===== config.mk =====
export PLATFORM = sky130hd
export DESIGN_NAME = sample_clock_phase_delay_ctrl
export DESIGN_NICKNAME = d
export VERILOG_FILES = /design/src/clk_align_pkg.sv /design/src/delay_taps.sv /design/src/sample_clock_phase_delay_ctrl.sv
export SDC_FILE = /design/constraint.sdc
export NUM_CORES = 1
export LEC_CHECK = 0
export ABC_AREA = 1
export BUFFER_PORTS_ARGS = -buffer_cell sky130_fd_sc_hd__buf_2
export CELL_PAD_IN_SITES_DETAIL_PLACEMENT = 0
export CELL_PAD_IN_SITES_GLOBAL_PLACEMENT = 1
export CORE_MARGIN = 2
export CORE_UTILIZATION = 33
export DETAILED_ROUTE_END_ITERATION = 10
export PLACE_DENSITY = 0.63
export REMOVE_ABC_BUFFERS = 1
export SLEW_MARGIN = 20
export SYNTH_ARGS = -nofsm -noshare
export SYNTH_HDL_FRONTEND = slang
export SYNTH_SLANG_ARGS = --single-unit

===== constraint.sdc =====
create_clock -name ref_clk -period 8.2 [get_ports ref_clk]
set_input_delay 0.41 -clock ref_clk [delete_from_list [all_inputs] [get_ports ref_clk]]
set_output_delay 0.41 -clock ref_clk [all_outputs]
set_load 0.02 [all_outputs]

===== src/clk_align_pkg.sv =====
// shared constants for the sample clock phase and delay control block
package clk_align_pkg;

  localparam int ADDR_W = 16;
  localparam int DATA_W = 8;

  // register offsets
  localparam logic [15:0] ADDR_PHASE  = 16'h0109;
  localparam logic [15:0] ADDR_ALIGN  = 16'h010A;
  localparam logic [15:0] ADDR_MODE   = 16'h0110;
  localparam logic [15:0] ADDR_SUPER  = 16'h0111;
  localparam logic [15:0] ADDR_FINE   = 16'h0112;
  localparam logic [15:0] ADDR_STATUS = 16'h01F0;

  // reset values
  localparam logic [7:0] RST_PHASE = 8'h00;
  localparam logic [7:0] RST_ALIGN = 8'h00;
  localparam logic [7:0] RST_MODE  = 8'h00;
  localparam logic [7:0] RST_SUPER = 8'h00;
  localparam logic [7:0] RST_FINE  = 8'hC0;

  // writable bit masks
  localparam logic [7:0] MASK_PHASE = 8'h0F;
  localparam logic [7:0] MASK_ALIGN = 8'h8F;
  localparam logic [7:0] MASK_MODE  = 8'h07;

  // field positions
  localparam int AUTO_BIT = 7;
  localparam int NEG_LO   = 2;
  localparam int POS_LO   = 0;
  localparam int INWIN_BIT   = 0;
  localparam int REALIGN_BIT = 1;

  // delay mode codes
  localparam logic [2:0] MODE_NONE        = 3'h0;
  localparam logic [2:0] MODE_RSVD_A      = 3'h1;
  localparam logic [2:0] MODE_FINE16      = 3'h2;
  localparam logic [2:0] MODE_FINE16_LJ   = 3'h3;
  localparam logic [2:0] MODE_FINE192     = 3'h4;
  localparam logic [2:0] MODE_RSVD_B      = 3'h5;
  localparam logic [2:0] MODE_FINE_SUPER  = 3'h6;

  // step sizes in femtoseconds
  localparam int          DELAY_FS_W    = 19;
  localparam logic [18:0] FINE_STEP_FS  = 19'h006BD;
  localparam logic [18:0] SUPER_STEP_FS = 19'h000FA;

  // divider phase taps: whole input cycles 0..7
  localparam int TAP_DEPTH = 8;
  localparam int TAP_SEL_W = 3;

  typedef enum logic [1:0] {
    SR_LOW  = 2'b01,
    SR_HIGH = 2'b10
  } sysref_state_type;

endpackage : clk_align_pkg


===== src/delay_taps.sv =====
// tapped shift register delaying a one-cycle tick by a selectable count
`timescale 1ns/1ps
module delay_taps #(
  parameter int DEPTH = 8,
  parameter int SEL_W = 3
) (
  input  wire logic             clk,
  input  wire logic             rst_b,
  input  wire logic             d,
  input  wire logic [SEL_W-1:0] sel,
  output logic                  q_ff
);
  logic [DEPTH-1:0] chain_ff;
  logic [DEPTH-1:0] nxt_chain;
  logic             nxt_q;

  genvar gi;
  generate
    for (gi = 0; gi < DEPTH; gi++) begin : g_stage
      if (gi == 0) begin : g_head
        always_comb nxt_chain[gi] = d;
      end else begin : g_body
        always_comb nxt_chain[gi] = chain_ff[gi-1];
      end
    end
  endgenerate

  always_comb begin
    nxt_q = chain_ff[sel];
  end

  always_ff @(posedge clk) begin
    if (!rst_b) begin
      chain_ff <= '0;
      q_ff     <= 1'b0;
    end else begin
      chain_ff <= nxt_chain;
      q_ff     <= nxt_q;
    end
  end
endmodule : delay_taps


===== src/sample_clock_phase_delay_ctrl.sv =====
// sample clock divider phase, sysref alignment and delay mode control
//
// The strobed register port was left to the implementer.
`timescale 1ns/1ps
module sample_clock_phase_delay_ctrl (
  input  wire logic                                 ref_clk,
  input  wire logic                                 rst_b,
  input  wire logic [clk_align_pkg::ADDR_W-1:0]     reg_addr,
  input  wire logic [clk_align_pkg::DATA_W-1:0]     reg_wdata,
  input  wire logic                                 reg_wr,
  input  wire logic                                 reg_rd,
  output logic      [clk_align_pkg::DATA_W-1:0]     reg_rdata,
  input  wire logic                                 sysref_pin,
  input  wire logic [3:0]                           div_ratio,
  output logic                                      dev_clk_tick,
  output logic                                      dev_clk_invert,
  output logic                                      align_pulse,
  output logic      [7:0]                           fine_steps,
  output logic      [7:0]                           super_fine_steps,
  output logic                                      low_jitter_sel,
  output logic      [clk_align_pkg::DELAY_FS_W-1:0] sample_delay_fs
);
  import clk_align_pkg::*;

  // register file
  logic [7:0] phase_ff, align_ff, mode_ff, super_ff, fine_ff, rdata_ff;
  logic [7:0] nxt_phase, nxt_align, nxt_mode, nxt_super, nxt_fine;
  logic [7:0] nxt_rdata;
  logic [7:0] status_rd;

  always_comb begin
    nxt_phase = phase_ff;
    nxt_align = align_ff;
    nxt_mode  = mode_ff;
    nxt_super = super_ff;
    nxt_fine  = fine_ff;
    if (reg_wr) begin
      unique case (reg_addr)
        ADDR_PHASE: nxt_phase = reg_wdata & MASK_PHASE;
        ADDR_ALIGN: nxt_align = reg_wdata & MASK_ALIGN;
        ADDR_MODE:  nxt_mode  = reg_wdata & MASK_MODE;
        ADDR_SUPER: nxt_super = reg_wdata;
        ADDR_FINE:  nxt_fine  = reg_wdata;
        default:    nxt_phase = phase_ff;
      endcase
    end
    nxt_rdata = 8'h00;
    if (reg_rd) begin
      unique case (reg_addr)
        ADDR_PHASE:  nxt_rdata = phase_ff;
        ADDR_ALIGN:  nxt_rdata = align_ff;
        ADDR_MODE:   nxt_rdata = mode_ff;
        ADDR_SUPER:  nxt_rdata = super_ff;
        ADDR_FINE:   nxt_rdata = fine_ff;
        ADDR_STATUS: nxt_rdata = status_rd;
        default:     nxt_rdata = 8'h00;
      endcase
    end
  end

  always_ff @(posedge ref_clk) begin
    if (!rst_b) begin
      phase_ff <= RST_PHASE;
      align_ff <= RST_ALIGN;
      mode_ff  <= RST_MODE;
      super_ff <= RST_SUPER;
      fine_ff  <= RST_FINE;
      rdata_ff <= 8'h00;
    end else begin
      phase_ff <= nxt_phase;
      align_ff <= nxt_align;
      mode_ff  <= nxt_mode;
      super_ff <= nxt_super;
      fine_ff  <= nxt_fine;
      rdata_ff <= nxt_rdata;
    end
  end

  assign reg_rdata = rdata_ff;

  // sysref pin: three stages, a level counts once stages two and three agree
  logic [2:0]       sr_sync_ff;
  sysref_state_type sr_state_ff, nxt_sr_state;
  logic             capture;

  always_ff @(posedge ref_clk) begin
    if (!rst_b) begin
      sr_sync_ff <= 3'h0;
    end else begin
      sr_sync_ff <= {sr_sync_ff[1:0], sysref_pin};
    end
  end

  // one capture per sysref rising level, no retrigger while high
  always_comb begin
    nxt_sr_state = sr_state_ff;
    capture      = 1'b0;
    unique case (sr_state_ff)
      SR_LOW: begin
        if (sr_sync_ff[1] && sr_sync_ff[2]) begin
          capture      = 1'b1;
          nxt_sr_state = SR_HIGH;
        end
      end
      SR_HIGH: begin
        if (!sr_sync_ff[1] && !sr_sync_ff[2]) begin
          nxt_sr_state = SR_LOW;
        end
      end
      default: nxt_sr_state = SR_LOW;
    endcase
  end

  // divider phase counter and skew window check
  logic [3:0] cnt_ff, nxt_cnt, div_eff, cnt_inc;
  logic [5:0] late_half, early_half, pos_tol, neg_tol;
  logic       in_window, tick_raw, realign;
  logic       inwin_ff, nxt_inwin, realigned_ff, nxt_realigned;
  logic       pulse_ff, nxt_pulse;

  always_comb begin
    div_eff  = (div_ratio == 4'h0) ? 4'h1 : div_ratio;
    cnt_inc  = cnt_ff + 4'h1;
    tick_raw = (cnt_ff == 4'h0);
    // error in half input cycles; a half device clock is div_eff of them
    late_half  = {1'b0, cnt_ff, 1'b0};
    early_half = {1'b0, 4'(div_eff - cnt_ff), 1'b0};
    // widen before the product: code 3 at divide by 8 needs five bits
    pos_tol    = 6'(align_ff[POS_LO +: 2]) * 6'(div_eff);
    neg_tol    = 6'(align_ff[NEG_LO +: 2]) * 6'(div_eff);
    // code 00 on both sides leaves only an exact hit in window
    in_window  = tick_raw || (late_half <= pos_tol)
                 || (early_half <= neg_tol);
    realign    = capture && align_ff[AUTO_BIT] && !in_window;
    nxt_cnt    = (cnt_inc >= div_eff) ? 4'h0 : cnt_inc;
    if (realign) begin
      // the capture cycle becomes phase zero
      nxt_cnt = (div_eff == 4'h1) ? 4'h0 : 4'h1;
    end
    nxt_inwin     = capture ? in_window : inwin_ff;
    nxt_realigned = capture ? realign : realigned_ff;
    nxt_pulse     = realign;
  end

  always_ff @(posedge ref_clk) begin
    if (!rst_b) begin
      sr_state_ff  <= SR_LOW;
      cnt_ff       <= 4'h0;
      inwin_ff     <= 1'b0;
      realigned_ff <= 1'b0;
      pulse_ff     <= 1'b0;
    end else begin
      sr_state_ff  <= nxt_sr_state;
      cnt_ff       <= nxt_cnt;
      inwin_ff     <= nxt_inwin;
      realigned_ff <= nxt_realigned;
      pulse_ff     <= nxt_pulse;
    end
  end

  assign align_pulse = pulse_ff;
  assign status_rd   = {6'h00, realigned_ff, inwin_ff};

  // phase offset: whole cycles via taps, the half cycle as clock invert
  logic invert_ff, nxt_invert;

  delay_taps #(
    .DEPTH (TAP_DEPTH),
    .SEL_W (TAP_SEL_W)
  ) u_taps (
    .clk   (ref_clk),
    .rst_b (rst_b),
    .d     (tick_raw),
    .sel   (phase_ff[3:1]),
    .q_ff  (dev_clk_tick)
  );

  always_comb nxt_invert = phase_ff[0];

  // delay mode gating
  logic [7:0]            fine_out_ff, super_out_ff, nxt_fine_out;
  logic [7:0]            nxt_super_out;
  logic                  lj_ff, nxt_lj;
  logic [DELAY_FS_W-1:0] delay_ff, nxt_delay;

  always_comb begin
    nxt_fine_out  = 8'h00;
    nxt_super_out = 8'h00;
    // reserved codes fall through to no delay, so 1 and 5 match
    unique case (mode_ff[2:0])
      MODE_FINE16, MODE_FINE16_LJ, MODE_FINE192:
        nxt_fine_out = fine_ff;
      MODE_FINE_SUPER: begin
        nxt_fine_out  = fine_ff;
        nxt_super_out = super_ff;
      end
      default: nxt_fine_out = 8'h00;
    endcase
    if (mode_ff[2:0] == MODE_FINE16) begin
      nxt_super_out = super_ff;
    end
    nxt_lj    = (mode_ff[2:0] == MODE_FINE16_LJ);
    nxt_delay = nxt_fine_out * FINE_STEP_FS
                + nxt_super_out * SUPER_STEP_FS;
  end

  always_ff @(posedge ref_clk) begin
    if (!rst_b) begin
      invert_ff    <= 1'b0;
      fine_out_ff  <= 8'h00;
      super_out_ff <= 8'h00;
      lj_ff        <= 1'b0;
      delay_ff     <= '0;
    end else begin
      invert_ff    <= nxt_invert;
      fine_out_ff  <= nxt_fine_out;
      super_out_ff <= nxt_super_out;
      lj_ff        <= nxt_lj;
      delay_ff     <= nxt_delay;
    end
  end

  assign dev_clk_invert   = invert_ff;
  assign fine_steps       = fine_out_ff;
  assign super_fine_steps = super_out_ff;
  assign low_jitter_sel   = lj_ff;
  assign sample_delay_fs  = delay_ff;

  a_phase_six: assert property (@(posedge ref_clk) disable iff (!rst_b)
    (tick_raw && phase_ff == 4'hC) ##1 (phase_ff == 4'hC) [*7]
      |-> ##1 dev_clk_tick) else $error("six cycle phase delay wrong");
  a_phase_half: assert property (@(posedge ref_clk) disable iff (!rst_b)
    (phase_ff == 4'hF) [*2] |-> dev_clk_invert)
    else $error("half cycle invert missing");
  a_auto_off: assert property (@(posedge ref_clk) disable iff (!rst_b)
    (capture && !align_ff[AUTO_BIT]) |=> !align_pulse)
    else $error("realign while auto adjust off");
  a_exact_window: assert property (@(posedge ref_clk) disable iff (!rst_b)
    (capture && align_ff == 8'h80 && cnt_ff != 4'h0)
      |=> align_pulse && (cnt_ff == 4'h1))
    else $error("exact capture not realigned");
  a_neg_window: assert property (@(posedge ref_clk) disable iff (!rst_b)
    (capture && align_ff == 8'h8C && div_eff == 4'h8 && cnt_ff == 4'h3)
      |=> !align_pulse) else $error("early sysref not tolerated");
  a_pos_window: assert property (@(posedge ref_clk) disable iff (!rst_b)
    (capture && align_ff == 8'h82 && div_eff == 4'h8 && cnt_ff == 4'h3)
      |=> !align_pulse) else $error("late sysref not tolerated");
  a_mode_none: assert property (@(posedge ref_clk) disable iff (!rst_b)
    (mode_ff == 8'h01 || mode_ff == 8'h05 || mode_ff == 8'h00)
      |=> fine_steps == 8'h00 && super_fine_steps == 8'h00)
    else $error("delay applied in no-delay mode");
  a_fine_full: assert property (@(posedge ref_clk) disable iff (!rst_b)
    (mode_ff == 8'h04) |=> fine_steps == $past(fine_ff)
      && super_fine_steps == 8'h00) else $error("mode four gating wrong");
  a_super_gate: assert property (@(posedge ref_clk) disable iff (!rst_b)
    (mode_ff != 8'h02 && mode_ff != 8'h06) |=> super_fine_steps == 8'h00)
    else $error("super fine used outside its modes");
  a_delay_sum: assert property (@(posedge ref_clk) disable iff (!rst_b)
    sample_delay_fs == 19'(fine_steps * FINE_STEP_FS
      + super_fine_steps * SUPER_STEP_FS)) else $error("delay sum wrong");
  a_reserved_zero: assert property (@(posedge ref_clk) disable iff (!rst_b)
    (reg_rd && reg_addr == ADDR_ALIGN) |=> reg_rdata[6:4] == 3'h0)
    else $error("reserved bits read nonzero");

endmodule : sample_clock_phase_delay_ctrl


==> summary.txt <==
Global routing
  – Grt total ovfl: 0
  – Vias in the first global route: between 6000 and 7000
  – Largest net degree at the start of global routing: 56
  – Initial antenna violation count: 0
  – First-pass GRT wire length: roughly 33000 um
  – Gr usage total: 15.8%

Worst setup path
  – Worst path max stage delay: approximately 540 ps
  – CP Max Fanout: 8
  – Worst Setup Start Kind: register
  – Data required time of the critical path: around 8500 ps
  – WP data arrival: just under 8000 ps
  – Setup Crit Path Kind: reg -> reg
  – Worst path top cell family by delay: adder cells
  – CP Capture Type: register
  – Crit path top cell by count: fa_1
  – Crit-path slowest cell: fa_1
  – CP bufs+invs: 5

Synth
  – Asr flop ratio synth: 0%
  – Main synth FF type: dfxtp_1
  – Seq/Total Area, Yosys: 23.1%
  – FF+latch count, synth: between 90 and 100
  – Mapped Area: approximately 8100 um^2
  – Post-Syn Instances: a little over 1000
  – Post-synth EDFFs: 0
  – Netlist cell types: 38
  – Mapped Avg Cell Area: roughly 8 um^2
  – Yosys warnings: 0

Timing
  – TNS Setup: 0 ps
  – Max-slew violations: 0
  – Tcrit/Tclk final: between 90% and 100%
  – Slew @ Worst Pin: between 800 and 900 ps
  – Fmax: 132 MHz
  – Fin crit period: 7590 ps
  – # setup viols final: 0
  – RSZ-0062 raised after global routing: false
  – Relative slew slack: between 40% and 50%
  – Hold Vio Cnt, Final: 0
  – Clock skew: around 15 ps

Finish
  – Most common cell after layout, fill and taps aside: inv_1
  – Share of cells above drive strength 1: approximately an eighth
  – # diodes: 0
  – Fin cells: roughly 1400
  – Most frequent cells in the layout: inv_1 (239), nand2_1 (141), ha_1 (109), nor2_1 (104), dfxtp_1 (93)
  – Layout Utilization: ~38%
  – Fillers: ~2600
  – Fin nets: around 1300
  – Area Growth Syn to Fin: 13.7%

Routing
  – Drt total wl: approximately 19000 um
  – Drt drc: 0
  – Detail Route Antenna Nets: 0
  – Via total after detailed routing: ~6500
  – Vias per inst: ~4.5
  – Pre-antenna DRT Iters: 4
  – Post-DR wirelength/cell: 13.5 um
  – Initial DRC Count: 286

Placement
  – HPWL after detailed placement: approximately 16000 um
  – IO buf count: ~80
  – Total placed cells including tap cells: approximately 1400
  – RD Place Congestion: slightly above 0.8

Die
  – DIE AREA: ~26000 um^2
  – I/O Pins: 80
  – Placement Rows: 57
  – Die X: around 160 um
  – Die Height: ~160 um
  – Total core area: between 20000 and 25000 um^2
  – Starting density of the core: roughly 33%

Clock network
  – Worst-skew pair later-pin latency: approximately 350 ps
  – Clk root buf: clkbuf_16
  – CTS tree: yes
  – CTS max path bufs: 2
  – Max H-tree Level: 3
  – Post-CTS Setup Inserts: 0
  – Clock sink total: a little over 90
  – Num CTS Buffers: 9
  – Clock slew at reported path FFs: 80 ps
  – Cts hold-fix bufs: 0

Flow run
  – Total of max-cap violations: 0

Status
  – Status: completed

Power
  – Power Dens Cells: around 120 nW/um^2
  – Peak supply drop: a little over 0.00008 V
  – Leakage: 4.91 nW

Min path
  – Hold crit path type: in -> reg
[kinds of logic (layout without fill, tap and decap cells)]
family,Yosys count,in the layout,share of synthesized area (%)
adders and majority gates,176,176,33.5
AOI/OAI and AO/OA,132,132,9.16
xor gates and xnor gates,23,23,2.50
DFF,93,93,23.1
buffers and inverters,263,348,12.6
and+or+nand+nor,347,347,19.2
[where the power goes]
| group | total [W] | switching [W] | internal (W) |
|---|---|---|---|
| sequential | 0.000467 | 0.00000795 | 0.000459 |
| combinational | 0.000122 | 0.0000751 | 0.0000465 |
| clock | 0.000486 | 0.000186 | 0.000300 |
[registers in the layout, summed over array words and instances (netlist names), 2 cells and up]
signal	flops
align_ff	5
super_ff	8
sample_delay_fs	18
u_taps.chain_ff	8
super_fine_steps	8
sr_state_ff	2
sr_sync_ff	3
mode_ff	3
fine_ff	8
reg_rdata	8
phase_ff	4
cnt_ff	4
fine_steps	8
[layer usage]
| layer | vias to the layer above | track usage (%) | part of all wire [%] |
|---|---|---|---|
| li1 | 3380 | - | - |
| met5 | - | 0 | 0 |
| met2 | 97 | 26.0 | 47 |
| met3 | 13 | 2.45 | 3.4 |
| met4 | 0 | 2.70 | 0.81 |
| met1 | 3019 | 22.2 | 49 |
[synth_stat cells (4+ instances only)]
master,number,area [um^2]
xor2_1,12,105
nor2_4,6,67.6
nand4_1,15,93.8
nor2_2,4,25.0
fa_1,67,1340
nand3_1,51,255
o21ai_0,40,200
inv_1,239,897
ha_1,109,1360
nor2_1,105,394
nor3_1,15,75.1
a21oi_1,60,300
inv_2,9,33.8
a211oi_1,4,30.0
clkbuf_1,5,18.8
xnor2_1,11,96.3
o21ai_1,6,30.0
nand2_1,141,529
dfxtp_1,93,1860
[worst paths after layout]
kind / start / endpoint / slack, ps / cells past startpoint
worst max-delay path: mode_ff[1] / sample_delay_fs[16] / 610 / 28
worst max register to register: mode_ff[1] / sample_delay_fs[16] / 610 / 28
worst min register to register: sr_sync_ff[0] / sr_sync_ff[1] / 420 / 2
worst min-delay path: sysref_pin / sr_sync_ff[0] / 260 / 3
[what timing repair did]
action | 4_1_cts | 5_1_grt
hold endpoints to repair | 0 | 0
resized for setup | 0 | 3
endpoints found under the setup margin | 0 | 8
[stage by stage]
step / cell area, um^2 / setup WS [ps] / total power (W) / hold slack, ps
finish: 9180 / 613 / 0.00107 / 259
global route: 9180 / 7.58 / 0.00113 / 254
CTS: 9170 / 350 / 0.00109 / 246
detailed placement: 8820 / 373 / 0.000599 / 407
global placement: 8820 / 539 / 0.000599 / 399
floorplan: 7990 / 1020 / 0.000556 / 390
[final cells by class]
cell class                      count  area (um^2)  area share [%]
Timing Repair Buffer               84          433            4.72
Clock inverter                      7          121            1.32
Sequential cell                    93         1860            20.3
Multi-Input combinational cell    678         5200            56.7
Inverter                          248          931            10.1
Tap cell                          324          405            4.42
Clock buffer                        9          225            2.45
[worst min-delay path: stages]
cell,delay [ps]
buf_2,80
nand2_1,40
inv_1,40
Power figures use the tool's default switching activity.
